File: config.mk
export PLATFORM = sky130hd
export DESIGN_NAME = isp_slave
export DESIGN_NICKNAME = d
export VERILOG_FILES = /design/src/pkg/isp_pkg.sv /design/src/hdl/isp_slave.sv
export VERILOG_INCLUDE_DIRS = /design/src /design/src/pkg
export SDC_FILE = /design/constraint.sdc
export NUM_CORES = 1
export LEC_CHECK = 0
export BUFFER_PORTS_ARGS = -buffer_cell sky130_fd_sc_hd__clkbuf_2
export CORE_MARGIN = 2
export CORE_UTILIZATION = 55
export CTS_BUF_LIST = sky130_fd_sc_hd__clkbuf_4 sky130_fd_sc_hd__clkbuf_8
export CTS_CLUSTER_SIZE = 12
export DETAILED_ROUTE_END_ITERATION = 10
export GPL_TIMING_DRIVEN = 0
export HOLD_SLACK_MARGIN = 0.02
export PLACE_DENSITY = 0.89
export SYNTH_ARGS = -nofsm -noshare
export SYNTH_HDL_FRONTEND = slang
export SYNTH_SLANG_ARGS = --single-unit
File: constraint.sdc
create_clock -name clk_sys -period 2.3 [get_ports clk_sys]
set_input_delay 0.23 -clock clk_sys [delete_from_list [all_inputs] [get_ports clk_sys]]
set_output_delay 0.23 -clock clk_sys [all_outputs]
set_load 0.005 [all_outputs]
File: src/pkg/isp_defs.svh
`ifndef ISP_DEFS_SVH
`define ISP_DEFS_SVH

// register byte offsets
`define ISP_OFF_CTRL 8'h00
`define ISP_OFF_OWN 8'h04
`define ISP_OFF_DATA 8'h08
`define ISP_OFF_ACT 8'h0C
`define ISP_OFF_IEN 8'h10
`define ISP_OFF_RIS 8'h14
`define ISP_OFF_MIS 8'h18
`define ISP_OFF_ICLR 8'h1C

// control bits
`define ISP_CTRL_EN 0
`define ISP_CTRL_GIE 1

// interrupt source bits
`define ISP_INT_DATA 0
`define ISP_INT_START 1
`define ISP_INT_STOP 2

// action status codes
`define ISP_ACT_NONE 3'h0
`define ISP_ACT_RREQ 3'h1
`define ISP_ACT_TREQ 3'h2
`define ISP_ACT_FBR 3'h5

// one-hot state codes
`define ISP_S_IDLE 9'h001
`define ISP_S_ADDR 9'h002
`define ISP_S_AACK 9'h004
`define ISP_S_HOLD 9'h008
`define ISP_S_TX 9'h010
`define ISP_S_TACK 9'h020
`define ISP_S_RX 9'h040
`define ISP_S_RHOLD 9'h080
`define ISP_S_RACK 9'h100

`define ISP_BITS_DONE 4'h8
`define ISP_CNT_ONE 4'h1
`define ISP_CNT_ZERO 4'h0

`endif

File: src/pkg/isp_pkg.sv
`default_nettype none
`include "isp_defs.svh"

package isp_pkg;
  typedef enum logic [8:0] {
    ST_IDLE = `ISP_S_IDLE,
    ST_ADDR = `ISP_S_ADDR,
    ST_AACK = `ISP_S_AACK,
    ST_HOLD = `ISP_S_HOLD,
    ST_TX = `ISP_S_TX,
    ST_TACK = `ISP_S_TACK,
    ST_RX = `ISP_S_RX,
    ST_RHOLD = `ISP_S_RHOLD,
    ST_RACK = `ISP_S_RACK
  } isp_state_t;

  typedef enum logic [2:0] {
    ACT_NONE = `ISP_ACT_NONE,
    ACT_RREQ = `ISP_ACT_RREQ,
    ACT_TREQ = `ISP_ACT_TREQ,
    ACT_FBR = `ISP_ACT_FBR
  } isp_act_t;
endpackage

`default_nettype wire

File: src/hdl/isp_slave.sv
`default_nettype none
`include "isp_defs.svh"

module isp_slave
  import isp_pkg::*;
(
  // clock and reset
  input wire logic clk_sys,
  input wire logic rstn,
  // register port
  input wire logic [7:0] addr,
  input wire logic [31:0] wdata,
  input wire logic wr,
  input wire logic rd,
  output logic [31:0] rdata,
  // bus pins, open drain
  input wire logic scl_i,
  output logic scl_o,
  output logic scl_oe,
  input wire logic sda_i,
  output logic sda_o,
  output logic sda_oe,
  // interrupt
  output logic irq
);

  function automatic logic hit(input logic [7:0] a, input logic [7:0] off);
    hit = (a == off);
  endfunction

  logic [1:0] ctrl_reg;
  logic [6:0] own_reg;
  logic [7:0] tx_reg;
  logic [7:0] rx_reg;
  logic [2:0] ien_reg;
  logic [2:0] ris_reg;
  logic irq_reg;
  logic [31:0] rdata_reg;
  isp_state_t st_reg;
  isp_act_t act_reg;
  logic [7:0] sh_reg;
  logic [3:0] cnt_reg;
  logic rw_reg, first_reg, ack_ok_reg;
  logic sda_oe_reg, scl_oe_reg;
  logic [2:0] ev_reg;
  logic [1:0] scl_sync, sda_sync;
  logic scl_d, sda_d;

  logic en, rise, fall, start_c, stop_c, data_acc;
  logic [2:0] gate, mis;
  assign en = ctrl_reg[`ISP_CTRL_EN];
  assign rise = scl_sync[1] & ~scl_d;
  assign fall = ~scl_sync[1] & scl_d;
  assign start_c = scl_sync[1] & scl_d & sda_d & ~sda_sync[1];
  assign stop_c = scl_sync[1] & scl_d & ~sda_d & sda_sync[1];
  assign data_acc = (wr | rd) & hit(addr, `ISP_OFF_DATA);
  assign gate = {ien_reg[`ISP_INT_STOP], ien_reg[`ISP_INT_START],
                 ien_reg[`ISP_INT_DATA] & ctrl_reg[`ISP_CTRL_GIE]};
  assign mis = ris_reg & gate;

  // two-stage synchronisers; only stage 2 feeds edge logic
  always_ff @(posedge clk_sys or negedge rstn) begin
    if (!rstn) begin
      scl_sync <= 2'h3;
      sda_sync <= 2'h3;
      scl_d <= 1'b1;
      sda_d <= 1'b1;
    end else begin
      scl_sync <= {scl_sync[0], scl_i};
      sda_sync <= {sda_sync[0], sda_i};
      scl_d <= scl_sync[1];
      sda_d <= sda_sync[1];
    end
  end

  // software registers
  always_ff @(posedge clk_sys or negedge rstn) begin
    if (!rstn) begin
      ctrl_reg <= 2'h0;
      own_reg <= 7'h00;
      tx_reg <= 8'h00;
      ien_reg <= 3'h0;
    end else if (wr) begin
      if (hit(addr, `ISP_OFF_CTRL)) begin
        ctrl_reg <= wdata[1:0];
      end else if (hit(addr, `ISP_OFF_OWN)) begin
        own_reg <= wdata[6:0];
      end else if (hit(addr, `ISP_OFF_DATA)) begin
        tx_reg <= wdata[7:0];
      end else if (hit(addr, `ISP_OFF_IEN)) begin
        ien_reg <= wdata[2:0];
      end
    end
  end

  // sticky sources; a new event wins over a clear in the same cycle
  always_ff @(posedge clk_sys or negedge rstn) begin
    if (!rstn) begin
      ris_reg <= 3'h0;
    end else begin
      if (wr && hit(addr, `ISP_OFF_ICLR)) begin
        ris_reg <= ev_reg;
      end else if (wr && hit(addr, `ISP_OFF_RIS)) begin
        ris_reg <= (ris_reg & ~wdata[2:0]) | ev_reg;
      end else begin
        ris_reg <= ris_reg | ev_reg;
      end
    end
  end

  always_ff @(posedge clk_sys or negedge rstn) begin
    if (!rstn) begin
      irq_reg <= 1'b0;
    end else begin
      irq_reg <= |mis;
    end
  end

  // read port, data one cycle after the strobe
  always_ff @(posedge clk_sys or negedge rstn) begin
    if (!rstn) begin
      rdata_reg <= 32'h0000_0000;
    end else if (rd) begin
      if (hit(addr, `ISP_OFF_CTRL)) begin
        rdata_reg <= {30'h0, ctrl_reg};
      end else if (hit(addr, `ISP_OFF_OWN)) begin
        rdata_reg <= {25'h0, own_reg};
      end else if (hit(addr, `ISP_OFF_DATA)) begin
        rdata_reg <= {24'h0, rx_reg};
      end else if (hit(addr, `ISP_OFF_ACT)) begin
        rdata_reg <= {29'h0, act_reg};
      end else if (hit(addr, `ISP_OFF_IEN)) begin
        rdata_reg <= {29'h0, ien_reg};
      end else if (hit(addr, `ISP_OFF_RIS)) begin
        rdata_reg <= {29'h0, ris_reg};
      end else if (hit(addr, `ISP_OFF_MIS)) begin
        rdata_reg <= {29'h0, mis};
      end else begin
        rdata_reg <= 32'h0000_0000;
      end
    end else begin
      rdata_reg <= 32'h0000_0000;
    end
  end

  // bus engine; action status lives here so a set beats a data-access clear
  always_ff @(posedge clk_sys or negedge rstn) begin
    if (!rstn) begin
      st_reg <= ST_IDLE;
      act_reg <= ACT_NONE;
      sh_reg <= 8'h00;
      rx_reg <= 8'h00;
      cnt_reg <= `ISP_CNT_ZERO;
      rw_reg <= 1'b0;
      first_reg <= 1'b0;
      ack_ok_reg <= 1'b0;
      sda_oe_reg <= 1'b0;
      scl_oe_reg <= 1'b0;
      ev_reg <= 3'h0;
    end else begin
      ev_reg <= 3'h0;
      if (data_acc) begin
        act_reg <= ACT_NONE;
      end
      if (!en) begin
        st_reg <= ST_IDLE;
        sda_oe_reg <= 1'b0;
        scl_oe_reg <= 1'b0;
      end else if (start_c) begin
        st_reg <= ST_ADDR;
        cnt_reg <= `ISP_CNT_ZERO;
        first_reg <= 1'b1;
        sda_oe_reg <= 1'b0;
        scl_oe_reg <= 1'b0;
        ev_reg[`ISP_INT_START] <= 1'b1;
      end else if (stop_c) begin
        st_reg <= ST_IDLE;
        sda_oe_reg <= 1'b0;
        scl_oe_reg <= 1'b0;
        ev_reg[`ISP_INT_STOP] <= 1'b1;
      end else begin
        case (st_reg)
          ST_ADDR: begin
            if (rise) begin
              sh_reg <= {sh_reg[6:0], sda_sync[1]};
              cnt_reg <= cnt_reg + `ISP_CNT_ONE;
            end else if (fall && cnt_reg == `ISP_BITS_DONE) begin
              cnt_reg <= `ISP_CNT_ZERO;
              if (sh_reg[7:1] == own_reg) begin
                rw_reg <= sh_reg[0];
                sda_oe_reg <= 1'b1;
                st_reg <= ST_AACK;
              end else begin
                st_reg <= ST_IDLE;
              end
            end
          end
          ST_AACK: begin
            if (fall) begin
              sda_oe_reg <= 1'b0;
              if (rw_reg) begin
                act_reg <= ACT_TREQ;
                ev_reg[`ISP_INT_DATA] <= 1'b1;
                scl_oe_reg <= 1'b1;
                st_reg <= ST_HOLD;
              end else begin
                st_reg <= ST_RX;
              end
            end
          end
          ST_HOLD: begin
            if (act_reg == ACT_NONE) begin
              sda_oe_reg <= ~tx_reg[7];
              sh_reg <= {tx_reg[6:0], 1'b0};
              cnt_reg <= `ISP_CNT_ONE;
              scl_oe_reg <= 1'b0;
              st_reg <= ST_TX;
            end
          end
          ST_TX: begin
            if (fall) begin
              if (cnt_reg == `ISP_BITS_DONE) begin
                sda_oe_reg <= 1'b0;
                cnt_reg <= `ISP_CNT_ZERO;
                st_reg <= ST_TACK;
              end else begin
                sda_oe_reg <= ~sh_reg[7];
                sh_reg <= {sh_reg[6:0], 1'b0};
                cnt_reg <= cnt_reg + `ISP_CNT_ONE;
              end
            end
          end
          ST_TACK: begin
            if (rise) begin
              ack_ok_reg <= ~sda_sync[1];
            end else if (fall) begin
              if (ack_ok_reg) begin
                act_reg <= ACT_TREQ;
                ev_reg[`ISP_INT_DATA] <= 1'b1;
                scl_oe_reg <= 1'b1;
                st_reg <= ST_HOLD;
              end else begin
                st_reg <= ST_IDLE;
              end
            end
          end
          ST_RX: begin
            if (rise) begin
              sh_reg <= {sh_reg[6:0], sda_sync[1]};
              cnt_reg <= cnt_reg + `ISP_CNT_ONE;
            end else if (fall && cnt_reg == `ISP_BITS_DONE) begin
              rx_reg <= sh_reg;
              cnt_reg <= `ISP_CNT_ZERO;
              act_reg <= first_reg ? ACT_FBR : ACT_RREQ;
              first_reg <= 1'b0;
              ev_reg[`ISP_INT_DATA] <= 1'b1;
              scl_oe_reg <= 1'b1;
              st_reg <= ST_RHOLD;
            end
          end
          ST_RHOLD: begin
            if (act_reg == ACT_NONE) begin
              sda_oe_reg <= 1'b1;
              scl_oe_reg <= 1'b0;
              st_reg <= ST_RACK;
            end
          end
          ST_RACK: begin
            if (fall) begin
              sda_oe_reg <= 1'b0;
              st_reg <= ST_RX;
            end
          end
          default: begin
            sda_oe_reg <= 1'b0;
            scl_oe_reg <= 1'b0;
          end
        endcase
      end
    end
  end

  // open drain: only ever drives low
  always_ff @(posedge clk_sys or negedge rstn) begin
    if (!rstn) begin
      scl_o <= 1'b0;
      sda_o <= 1'b0;
    end else begin
      scl_o <= 1'b0;
      sda_o <= 1'b0;
    end
  end

  assign rdata = rdata_reg;
  assign irq = irq_reg;
  assign sda_oe = sda_oe_reg;
  assign scl_oe = scl_oe_reg;
endmodule

`default_nettype wire

==> results.yml <==
run_status:
  status: "finished clean"
die:
  die_w_um: 92.5
  dieHeight_um: 92.5
  rows: 32
  die_area_um2: 8550
  start_util_pct: 56.3
  ioPinCount: 83
  core_um2: 7650
clock_tree:
  path_clk_slew_ns: 0.09
  h-tree-depth: 3
  cts.sink_count: 78
  clock_latency_ns: 0.37
  numCtsBuffers: 9
  cts_tree: "yes"
  cts_buffer_depth: 2
  cts_root_buffer: "clkbuf_8"
synthesis:
  synthTopCellsByCount: "dfrtp_1, buf_4, mux2_2, nand2_1, nor2_1"
  ys_seq_area_share_pct: 45.5
  syn_avg_cell_area_um2: 11.0
  ys_dominant_reg_cell: "dfrtp_1"
  synth_seq_cells: 78
  synth_area_um2: 4310
  synthTopCellsByArea: "dfrtp_1, mux2_2, buf_4"
  synth_top_area_share_pct: 41.3
  yosysWarnings: 0
  synth-edff-count: 0
  syn_inst: 390
  synth.distinct_cells: 77
  yosysMostFrequentCell: "dfrtp_1"
  synth_area_leader_cell: "dfrtp_1"
  async_flop_share_pct: 100
timing:
  slew_headroom_pct: 60.2
  finalHoldViolCount: 0
  hold_ws_ns: 0.110
  rsz0062_at_grt: "true"
  slew_violations: 0
  fin_crit_sh_pct: 96.9
  skew_ns: 0.0132
  worst_pin_slew_ns: 0.596
  period_minus_slack_ns: 2.23
  fmax_ghz: 0.449
  setup_viol: 0
  worst_slack_ns: 0.0705
placement:
  gp_congestion: 0.861
  post-place-ws_ns: 0.0892
  dp_hpwl_um: 6730
  dpl-instance-area_um2: 4710
  io_buffers: 31
global_route:
  grt_pass1_wl_um: 15300
  grt_max_degree: 70
  antenna_found_initial: 0
  grt_pass1_vias: 3065
  track_usage_pct: 23.1
  grt_overflow: 0
critical_path:
  startpoint_type: "flop"
  worst_ep_required_time_ns: 2.55
  arrival_ns: 2.48
  crit_type: "reg -> reg"
  critPathCaptureType: "flop"
  crit_fanout: 10
drt:
  drt_pass1_iterations: 5
  viasPerCell: 5.62
  totalWireLength_um: 9320
  drc_errors: 0
  drt_iter0_markers: 238
  antenna_left: 0
  via_count: 3190
  wl_per_cell_um: 16.4
layout:
  multi_input_area_um2: 2130
  drive_gt1_share_pct: 35.8
  final_cell_area_um2: 4950
  ff_latch_area_um2: 1960
  utilization_pct: 64.8
  final_nets: 509
  n_antenna_cell: 0
  nFillCells: 579
  largest_reg_flops: 9
  area_growth_pct: 15.1
hold_path:
  min_path_type: "in -> reg"
pwr:
  pwr_density_cell_nw_per_um2: 550
  irDropWorstVdd_uv: 320
  p_leak_nw: 2.37
job:
  max_cap_violations: 0
## final timing paths
path                              from          end  slack (ns)  cells after the start
min in group asynchronous         rstn       sda_oe        0.26                      2
max in group asynchronous         rstn  sda_sync[1]        1.42                      3
max                          st_reg[1]    rx_reg[6]        0.07                      5
min reg2reg                scl_sync[0]  scl_sync[1]        0.36                      0
max reg2reg                  st_reg[1]    rx_reg[6]        0.07                      5
min                           wdata[4]   own_reg[4]        0.11                      2
## power by group
group          internal (W)  switching [W]
clock network      0.000514       0.000548
logic              0.000104       0.000128
registers           0.00141      0.0000263
## placed cells by master, fill, tap and decap left out, types with 7 or more instances in the layout
cell      instances
buf_4            29
nor3_1            7
o21ai_0          14
a21oi_1           8
conb_1           26
clkbuf_8          9
inv_1             8
nand2_1          28
clkbuf_2         31
mux2i_1          10
nand2b_1          9
o21ai_1           9
dfrtp_1          71
nor2_1           27
mux2_2           29
dfstp_2           7
a22oi_1           7
## critical path: stages, from the launching register on
cell     delay (ns)
dfrtp_1        0.47
nor4_4         0.36
nand4_2        0.30
nor3_4         0.36
buf_4          0.25
mux2_2         0.36
## cell families after synthesis
logic type | synth area share, %
AND/OR/NAND/NOR | 18.3
flip-flops | 45.5
AO/OA/AOI/OAI | 13.4
buffers and inverters | 7.35
multiplexers | 12.4
XOR/XNOR | 2.44
adder cells (fa/ha/maj) | 0.581
other | 0.0871
## layout make-up
type | instances | area share (%)
multi-input cells | 288 | 43.0
flip-flops and latches | 78 | 39.6
plain buffers | 41 | 5.88
repair buffers | 35 | 4.34
well taps | 102 | 2.58
clock buffers | 9 | 2.50
clock inverters | 7 | 1.57
inverters | 8 | 0.606
## per-layer routing
layer | vias up | share of wire (%) | track usage [%]
li1 | 1495 | - | -
met4 | 0 | 2.2 | 10.7
met1 | 1561 | 41 | 29.8
met2 | 115 | 51 | 38.2
met5 | - | 0 | 0
met3 | 19 | 5.4 | 3.74
## metrics by stage
| stage | cells | total power, W | TNS, ns |
|---|---|---|---|
| after detailed placement | 549 | 0.00168 | 0 |
| after CTS | 568 | 0.00273 | 0 |
| final | 568 | 0.00273 | 0 |
| after global placement | 548 | 0.00166 | 0 |
| after global routing | 568 | 0.00283 | -0.295 |
| after floorplan | 415 | 0.00159 | 0 |
## repair_timing
action | in CTS | in global routing
endpoints found under the setup margin | 0 | 17
endpoints found under the hold margin | 11 | 0
resized for setup | 0 | 4
hold buffers | 3 | 0
setup buffers | 0 | 0
No activity file was read; power rests on OpenSTA's default activity.
